**config.mk**
```make
export PLATFORM = sky130hd
export DESIGN_NAME = prescaled_reload_down_timer
export DESIGN_NICKNAME = d
export VERILOG_FILES = /design/src/rtl/timer_pkg.sv /design/src/rtl/prescaled_reload_down_timer.sv
export SDC_FILE = /design/constraint.sdc
export NUM_CORES = 1
export LEC_CHECK = 0
export ABC_AREA = 0
export BUFFER_PORTS_ARGS = -buffer_cell sky130_fd_sc_hd__buf_2
export CORE_MARGIN = 1
export CORE_UTILIZATION = 35
export DETAILED_ROUTE_END_ITERATION = 16
export GPL_TIMING_DRIVEN = 0
export SYNTH_ARGS = -nofsm -noshare
export SYNTH_HDL_FRONTEND = slang
export SYNTH_SLANG_ARGS = --single-unit
```
**constraint.sdc**
```tcl
create_clock -name core_clk -period 2.3 [get_ports core_clk]
set_input_delay 0.115 -clock core_clk [delete_from_list [all_inputs] [get_ports core_clk]]
set_output_delay 0.115 -clock core_clk [all_outputs]
set_load 0.1 [all_outputs]
```
**src/rtl/timer_pkg.sv**
```systemverilog
`default_nettype none
package timer_pkg;

  // Register word indices (word index = byte address / 4)
  localparam logic [2:0] ctrl_index = 3'h0;
  localparam logic [2:0] prescaler_index = 3'h1;
  localparam logic [2:0] timer_index = 3'h2;
  localparam logic [2:0] capture_index = 3'h3;
  localparam logic [2:0] status_index = 3'h4;
  localparam logic [2:0] mask_index = 3'h5;

  // timer_control field positions
  localparam int start_pos = 0;
  localparam int stop_pos = 1;
  localparam int polarity_pos = 2;
  localparam int out_enable_pos = 3;
  localparam int mode_lsb = 4;
  localparam int source_lsb = 8;

  // Status and mask bit positions
  localparam int underflow_pos = 0;
  localparam int measure_pos = 1;

  // Reset values and the last divider count for f8
  localparam logic [7:0] prescaler_reset = 8'hff;
  localparam logic [7:0] timer_reset = 8'hff;
  localparam logic [1:0] status_reset = 2'h0;
  localparam logic [1:0] mask_reset = 2'h0;
  localparam logic [2:0] f8_last = 3'h7;

  typedef enum logic [2:0] {
    mode_timer = 3'h0,
    mode_pulse_out = 3'h1,
    mode_event = 3'h2,
    mode_width = 3'h3,
    mode_period = 3'h4
  } mode_t;

  typedef enum logic [2:0] {
    src_f1 = 3'h0,
    src_f2 = 3'h1,
    src_f8 = 3'h2,
    src_onchip_osc = 3'h3,
    src_subclock = 3'h4
  } source_t;

  typedef struct packed {
    source_t source;
    mode_t mode;
    logic out_enable;
    logic polarity;
    logic start;
  } ctrl_t;

  localparam ctrl_t ctrl_reset = '{source: src_f1, mode: mode_timer, out_enable: 1'b0,
                                   polarity: 1'b0, start: 1'b0};

endpackage

`default_nettype wire

```
**src/rtl/prescaled_reload_down_timer.sv**
```systemverilog
// Contract
// - Eight-bit timer counts underflows of an eight-bit prescaler.
// - Prescaler and timer each hold a reload register and a counter.
// - Each stage's reload register and counter share one address.
// - Selected count source times all counting and reloading of both stages; event mode counts pin edges, period mode reloads timer on active edge.
// - Timer shares no state with other timers.
// - Timer mode counts the internal source only.
// - Pulse output mode toggles the pulse pin on each timer underflow.
// - Event counter mode counts external input pin pulses.
// - Pulse width mode counts internal source while input pulse is active.
// - Pulse period mode measures edge-to-edge interval with internal source.
// - Reduced variants cannot select the subclock source.
// - Both stages count down and reload on underflow, then continue.
// - Division ratio is one over (prescaler+1)(timer+1).
// - Start bit starts, clearing stops, forced-stop bit halts.
// - Interrupt request raised on every unmasked timer underflow.
`timescale 1ns/100ps
`default_nettype none

module prescaled_reload_down_timer #(
  parameter bit subclock_present = 1'b1
) (
  input wire logic core_clk,
  input wire logic rst,
  input wire logic [4:0] avs_address,
  input wire logic avs_read,
  input wire logic avs_write,
  input wire logic [31:0] avs_writedata,
  input wire logic [3:0] avs_byteenable,
  output logic [31:0] avs_readdata,
  output logic avs_waitrequest,
  input wire logic onchip_osc_clock,
  input wire logic subclock_div32,
  input wire logic pulse_io_in,
  output logic pulse_io_out,
  output logic pulse_io_oe_n,
  output logic pulse_out_pin,
  output logic irq
);

  // Word index; bits [1:0] are byte offset within the word
  function automatic logic [2:0] word_index(input logic [4:0] addr);
    return addr[4:2];
  endfunction

  // Input level after polarity; 1 means active
  function automatic logic active_level(input logic lvl, input logic pol);
    return lvl ^ pol;
  endfunction

  timer_pkg::ctrl_t ctrl;
  logic [7:0] prescaler_reload;
  logic [7:0] prescaler_count;
  logic [7:0] timer_reload;
  logic [7:0] timer_count;
  logic [7:0] capture;
  logic prescaler_pending;
  logic timer_pending;
  logic [1:0] status;
  logic [1:0] mask;
  logic [1:0] next_status;
  logic [1:0] events;
  logic [2:0] div;
  logic [2:0] osc_sync;
  logic [2:0] sub_sync;
  logic [2:0] io_sync;
  logic osc_level;
  logic sub_level;
  logic io_level;
  logic osc_prev;
  logic sub_prev;
  logic io_prev;
  logic osc_rise;
  logic sub_rise;
  logic io_active;
  logic io_active_edge;
  logic io_inactive_edge;
  logic source_pulse;
  logic tick;
  logic prescaler_underflow;
  logic timer_underflow;
  logic wr_ctrl;
  logic wr_prescaler;
  logic wr_timer;
  logic wr_status;
  logic wr_mask;
  logic forced_stop;
  logic mode_measures;

  // Bus access completes in the cycle waitrequest is low
  assign wr_ctrl = avs_write && !avs_waitrequest && word_index(avs_address) == timer_pkg::ctrl_index
                   && avs_byteenable[1:0] == 2'h3;
  assign wr_prescaler = avs_write && !avs_waitrequest
                        && word_index(avs_address) == timer_pkg::prescaler_index && avs_byteenable[0];
  assign wr_timer = avs_write && !avs_waitrequest
                    && word_index(avs_address) == timer_pkg::timer_index && avs_byteenable[0];
  assign wr_status = avs_write && !avs_waitrequest
                     && word_index(avs_address) == timer_pkg::status_index && avs_byteenable[0];
  assign wr_mask = avs_write && !avs_waitrequest
                   && word_index(avs_address) == timer_pkg::mask_index && avs_byteenable[0];
  assign forced_stop = wr_ctrl && avs_writedata[timer_pkg::stop_pos];

  // Three-stage synchronisers for pins from foreign clocks
  always_ff @(posedge core_clk or posedge rst) begin
    if (rst) begin
      osc_sync <= 3'h0;
      sub_sync <= 3'h0;
      io_sync <= 3'h0;
    end else begin
      osc_sync <= {osc_sync[1:0], onchip_osc_clock};
      sub_sync <= {sub_sync[1:0], subclock_div32};
      io_sync <= {io_sync[1:0], pulse_io_in};
    end
  end

  // Level accepted only when second and third stages agree
  always_ff @(posedge core_clk or posedge rst) begin
    if (rst) begin
      osc_level <= 1'b0;
      sub_level <= 1'b0;
      io_level <= 1'b0;
      osc_prev <= 1'b0;
      sub_prev <= 1'b0;
      io_prev <= 1'b0;
    end else begin
      if (osc_sync[1] == osc_sync[2]) osc_level <= osc_sync[2];
      if (sub_sync[1] == sub_sync[2]) sub_level <= sub_sync[2];
      if (io_sync[1] == io_sync[2]) io_level <= io_sync[2];
      osc_prev <= osc_level;
      sub_prev <= sub_level;
      io_prev <= io_level;
    end
  end

  assign osc_rise = osc_level && !osc_prev;
  assign sub_rise = sub_level && !sub_prev;
  assign io_active = active_level(io_level, ctrl.polarity);
  assign io_active_edge = io_active && !active_level(io_prev, ctrl.polarity);
  assign io_inactive_edge = !io_active && active_level(io_prev, ctrl.polarity);
  assign mode_measures = ctrl.mode == timer_pkg::mode_width || ctrl.mode == timer_pkg::mode_period;

  // Free divider for f2 and f8
  always_ff @(posedge core_clk or posedge rst) begin
    if (rst) begin
      div <= 3'h0;
    end else begin
      div <= div + 3'h1;
    end
  end

  always_comb begin
    case (ctrl.source)
      timer_pkg::src_f1: source_pulse = 1'b1;
      timer_pkg::src_f2: source_pulse = div[0];
      timer_pkg::src_f8: source_pulse = div == timer_pkg::f8_last;
      timer_pkg::src_onchip_osc: source_pulse = osc_rise;
      timer_pkg::src_subclock: source_pulse = sub_rise;
      default: source_pulse = 1'b0;
    endcase
  end

  // Count tick per mode; one tick drives both stages
  always_comb begin
    case (ctrl.mode)
      timer_pkg::mode_timer: tick = source_pulse;
      timer_pkg::mode_pulse_out: tick = source_pulse;
      timer_pkg::mode_event: tick = io_active_edge;
      timer_pkg::mode_width: tick = source_pulse && io_active;
      timer_pkg::mode_period: tick = source_pulse;
      default: tick = 1'b0;
    endcase
    tick = tick && ctrl.start;
  end

  assign prescaler_underflow = tick && prescaler_count == 8'h00;
  assign timer_underflow = prescaler_underflow && timer_count == 8'h00;

  // Control register
  always_ff @(posedge core_clk or posedge rst) begin
    if (rst) begin
      ctrl <= timer_pkg::ctrl_reset;
    end else if (wr_ctrl) begin
      ctrl.start <= avs_writedata[timer_pkg::start_pos] && !avs_writedata[timer_pkg::stop_pos];
      ctrl.polarity <= avs_writedata[timer_pkg::polarity_pos];
      ctrl.out_enable <= avs_writedata[timer_pkg::out_enable_pos];
      if (avs_writedata[timer_pkg::mode_lsb +: 3] <= timer_pkg::mode_period) begin
        ctrl.mode <= timer_pkg::mode_t'(avs_writedata[timer_pkg::mode_lsb +: 3]);
      end
      // Subclock missing on reduced parts: select is refused
      if (avs_writedata[timer_pkg::source_lsb +: 3] < timer_pkg::src_subclock
          || (subclock_present && avs_writedata[timer_pkg::source_lsb +: 3] == timer_pkg::src_subclock)) begin
        ctrl.source <= timer_pkg::source_t'(avs_writedata[timer_pkg::source_lsb +: 3]);
      end
    end
  end

  // Prescaler stage: own reload register and counter
  always_ff @(posedge core_clk or posedge rst) begin
    if (rst) begin
      prescaler_reload <= timer_pkg::prescaler_reset;
      prescaler_count <= timer_pkg::prescaler_reset;
      prescaler_pending <= 1'b0;
    end else begin
      if (wr_prescaler) prescaler_reload <= avs_writedata[7:0];
      if (forced_stop) begin
        prescaler_count <= prescaler_reload;
        prescaler_pending <= 1'b0;
      end else if (wr_prescaler && !ctrl.start) begin
        prescaler_count <= avs_writedata[7:0];
        prescaler_pending <= 1'b0;
      end else if (tick) begin
        // Pending value lands on the next count-source tick
        if (prescaler_underflow || prescaler_pending) prescaler_count <= prescaler_reload;
        else prescaler_count <= prescaler_count - 8'h01;
        prescaler_pending <= wr_prescaler;
      end else if (wr_prescaler) begin
        prescaler_pending <= 1'b1;
      end
    end
  end

  // Timer stage: counts prescaler underflows
  always_ff @(posedge core_clk or posedge rst) begin
    if (rst) begin
      timer_reload <= timer_pkg::timer_reset;
      timer_count <= timer_pkg::timer_reset;
      timer_pending <= 1'b0;
    end else begin
      if (wr_timer) timer_reload <= avs_writedata[7:0];
      if (forced_stop) begin
        timer_count <= timer_reload;
        timer_pending <= 1'b0;
      end else if (wr_timer && !ctrl.start) begin
        timer_count <= avs_writedata[7:0];
        timer_pending <= 1'b0;
      end else if (ctrl.mode == timer_pkg::mode_period && io_active_edge && ctrl.start) begin
        timer_count <= timer_reload;
        timer_pending <= 1'b0;
      end else if (prescaler_underflow) begin
        if (timer_underflow || timer_pending) timer_count <= timer_reload;
        else timer_count <= timer_count - 8'h01;
        timer_pending <= wr_timer;
      end else if (wr_timer) begin
        timer_pending <= 1'b1;
      end
    end
  end

  // Measurement capture: width at pulse end, period at each active edge
  always_ff @(posedge core_clk or posedge rst) begin
    if (rst) begin
      capture <= 8'h00;
    end else if (ctrl.start && ((ctrl.mode == timer_pkg::mode_width && io_inactive_edge)
                 || (ctrl.mode == timer_pkg::mode_period && io_active_edge))) begin
      capture <= timer_count;
    end
  end

  // Pulse pins; io pin is driven only in pulse output mode
  always_ff @(posedge core_clk or posedge rst) begin
    if (rst) begin
      pulse_io_out <= 1'b0;
      pulse_io_oe_n <= 1'b1;
      pulse_out_pin <= 1'b0;
    end else begin
      pulse_io_oe_n <= ctrl.mode != timer_pkg::mode_pulse_out;
      if (ctrl.mode == timer_pkg::mode_pulse_out && timer_underflow) begin
        pulse_io_out <= !pulse_io_out;
        pulse_out_pin <= ctrl.out_enable && pulse_io_out;
      end else begin
        pulse_out_pin <= ctrl.out_enable && !pulse_io_out;
      end
    end
  end

  // Sticky events; a new event beats a same-cycle clear
  assign events[timer_pkg::underflow_pos] = timer_underflow;
  assign events[timer_pkg::measure_pos] = ctrl.start && mode_measures
    && ((ctrl.mode == timer_pkg::mode_width) ? io_inactive_edge : io_active_edge);

  always_comb begin
    next_status = status;
    if (wr_status) next_status = status & ~avs_writedata[1:0];
    next_status = next_status | events;
  end

  always_ff @(posedge core_clk or posedge rst) begin
    if (rst) begin
      status <= timer_pkg::status_reset;
      mask <= timer_pkg::mask_reset;
      irq <= 1'b0;
    end else begin
      status <= next_status;
      if (wr_mask) mask <= avs_writedata[1:0];
      irq <= |(next_status & (wr_mask ? avs_writedata[1:0] : mask));
    end
  end

  // One wait cycle per access; unmapped reads return zero
  always_ff @(posedge core_clk or posedge rst) begin
    if (rst) begin
      avs_waitrequest <= 1'b1;
      avs_readdata <= 32'h0;
    end else begin
      avs_waitrequest <= !((avs_read || avs_write) && avs_waitrequest);
      if (avs_read && avs_waitrequest) begin
        case (word_index(avs_address))
          timer_pkg::ctrl_index: avs_readdata <= {21'h0, ctrl.source, 1'b0, ctrl.mode,
                                                  ctrl.out_enable, ctrl.polarity, 1'b0, ctrl.start};
          timer_pkg::prescaler_index: avs_readdata <= {24'h0, prescaler_count};
          timer_pkg::timer_index: avs_readdata <= {24'h0, timer_count};
          timer_pkg::capture_index: avs_readdata <= {24'h0, capture};
          timer_pkg::status_index: avs_readdata <= {30'h0, status};
          timer_pkg::mask_index: avs_readdata <= {30'h0, mask};
          default: avs_readdata <= 32'h0;
        endcase
      end
    end
  end

endmodule // prescaled_reload_down_timer

`default_nettype wire

```
==> run metrics <==
status completed; Post-synth EDFFs 0; f_max 440 MHz; Die Y-Extent 120 µm; post-route setup TNS 0 ns; vias 3859; Ant. Diodes 0; area share of the largest cell type after synthesis 28.3%; Period minus WS final 2.27 ns; Worst-path clk slew 0.06 ns; gr ovfl total 0; share of layout cells above drive strength 1 38.0%; Num CTS Buffers 9; Final setup viols 0; Max IR drop VDD 0.373 mV; Pre-antenna DRT Iters 5; Critical Path AT 2.55 ns; dpl hpwl 8610 µm; Detail Route Antenna Nets 0; most frequent cells in the layout 54 x dfrtp_1, 49 x nand2_1, 40 x buf_4, 40 x nor2_1, 39 x buf_2; Row Count 42; clock root buffer master clkbuf_16; Slew @ Worst Pin 0.599 ns; max incr delay on CP 0.39 ns; cells after synthesis 466; endpoints failing hold 0; Lkg Pwr 2.72 nW; worst relative slew slack 60.1%; final period utilization 98.9%; Yosys reg bits 89; Async SR Flop Fraction 100%; initial antenna violation count 0; post-synthesis cell type with the largest combined area dfrtp_1; hold slack 0.0326 ns; Via density 5.22; total track usage 17.5%; CP Launch Type flop; clk_lat worst skew 0.34 ns; Worst Clk Skew 0.00979 ns; slowest stage cell, crit path dfrtp_1; die width 120 µm; CP Capture Type flop; Setup Crit Path Kind reg2reg; Register-to-Register Path Depth 9; wire length per cell 16.4 µm; vias in the first global route 3606; crit path cell chain ha_2 -> ha_4 -> nand2b_4 -> a31oi_4 -> o2111a_1 -> or2_4 -> or3b_4 -> a32o_2 -> o21ai_2; # fillers 1244; Pwr Total 5.71 mW; pre-CTS setup slack -0.101 ns; num ports 85; P&R area growth vs syn 25.4%; Final Non-Filler Cells 739; routability congestion estimate from global placement 0.853; first-pass GRT wire length 19300 µm; die area 14400 µm²; register area share after synthesis 46.6%; RSZ-0062 raised after global routing yes; Buffers on Ports 36; H-tree Lvls 3; Synth Flop Type dfrtp_1; worst setup margin 0.0257 ns; Max Cap Viol 0; placed cells 700; drt initial violations 291; pins over their slew limit 0; CTS Sinks 89; PD cells 936 nW/µm²; Distinct cells, synth 79; most common cell after layout, fill and taps aside dfrtp_1; Syn Area/Cell 10.4 µm²; Worst Path Max Fanout 4; post-layout net count 610; Clock Tree Buf Depth 2; CP Data Required Time 2.58 ns; Core Region 13400 µm²; Post-route DRC 0; largest net degree at the start of global routing 44; mapped cell area 4870 µm²; synthesis warning total 0; CTS tree yes; Tightest Hold Check Type in2reg; Initial Util 36.3%; top cells by area, synth dfrtp_1 28%, dfstp_2 18%, mux2_2 6.9%; Worst Hold Depth 3; Post-Route WL 12100 µm
worst paths after layout:
check,from,slack (ns),endpoint
setup / recovery,div[0],0.03,timer_count[1]
hold / removal,avs_writedata[9],0.03,ctrl[6]
setup reg to reg,div[0],0.03,timer_count[1]
hold reg to reg,sub_sync[0],0.35,sub_sync[1]
max in group asynchronous,rst,1.55,timer_count[6]
min in group asynchronous,rst,0.23,avs_readdata[10]
power breakdown:
part	switching [mW]	internal (mW)
clock network	0.584	1.09
registers	0.305	1.95
logic	1.06	0.730
cell families after synthesis:
family | Yosys count | synth area share [%]
AO/OA/AOI/OAI | 96 | 13.7
XOR/XNOR | 14 | 2.52
adder cells (fa/ha/maj) | 7 | 1.64
buffers and inverters | 57 | 7.04
flip-flops | 89 | 46.6
multiplexers | 42 | 11.0
other | 1 | 0.0770
AND/OR/NAND/NOR | 160 | 17.5
state kept, by name, indices dropped and copies added (netlist names), 2 cells and up:
name and count:
avs_readdata 11, ctrl 9, capture 8, prescaler_count 8, prescaler_reload 8, timer_count 8
timer_reload 8, div 3, io_sync 3, osc_sync 3, sub_sync 3, mask 2
status 2
Yosys cell counts (all sizes together), types with 8 or more instances:
master / count
dfstp: 34
mux2: 31
xnor2: 9
nor3: 13
o21ai: 25
clkbuf: 8
dfrtp: 55
a22o: 8
buf: 33
a21oi: 23
nand3: 10
inv: 16
nor2: 44
nand2: 49
cell type report:
class,count,area (µm²),area share (%)
clock inverter,5,103,1.68
timing repair buffer,62,415,6.81
multi-input combinational,340,2500,41.0
buffer,40,284,4.65
tap,176,220,3.61
sequential,89,2270,37.3
clock buffer,11,243,3.98
inverter,16,63.8,1.05
metrics by stage:
stage,area (µm²),util (%)
after floorplan,4950,-
after global placement,5350,40.0
after detailed placement,5390,40.3
after CTS,5920,44.2
after global routing,6100,45.5
final,6100,45.5
routing by layer:
layer	track usage, %	wire, µm	up-vias
li1	-	-	1825
met1	24.3	5520	1850
met2	27.3	5530	160
met3	2.99	705	24
met4	6.48	335	0
met5	0	0	-
worst max-delay path: cells and delay by family, from the launching register on:
| family | cells | cell delay (ns) |
|---|---|---|
| flip-flops | 1 | 0.39 |
| adder cells (fa/ha/maj) | 2 | 0.35 |
| AND/OR/NAND/NOR | 3 | 0.75 |
| AO/OA/AOI/OAI | 4 | 0.72 |
repair_timing:
item | in CTS | in global routing
gates resized for setup | 13 | 24
pin swaps | 10 | 11
hold buffers | 6 | 0
endpoints found under the setup margin | 12 | 19
endpoints found under the hold margin | 59 | 0
setup buffers | 9 | 9
No activity file was read; power rests on OpenSTA's default activity.
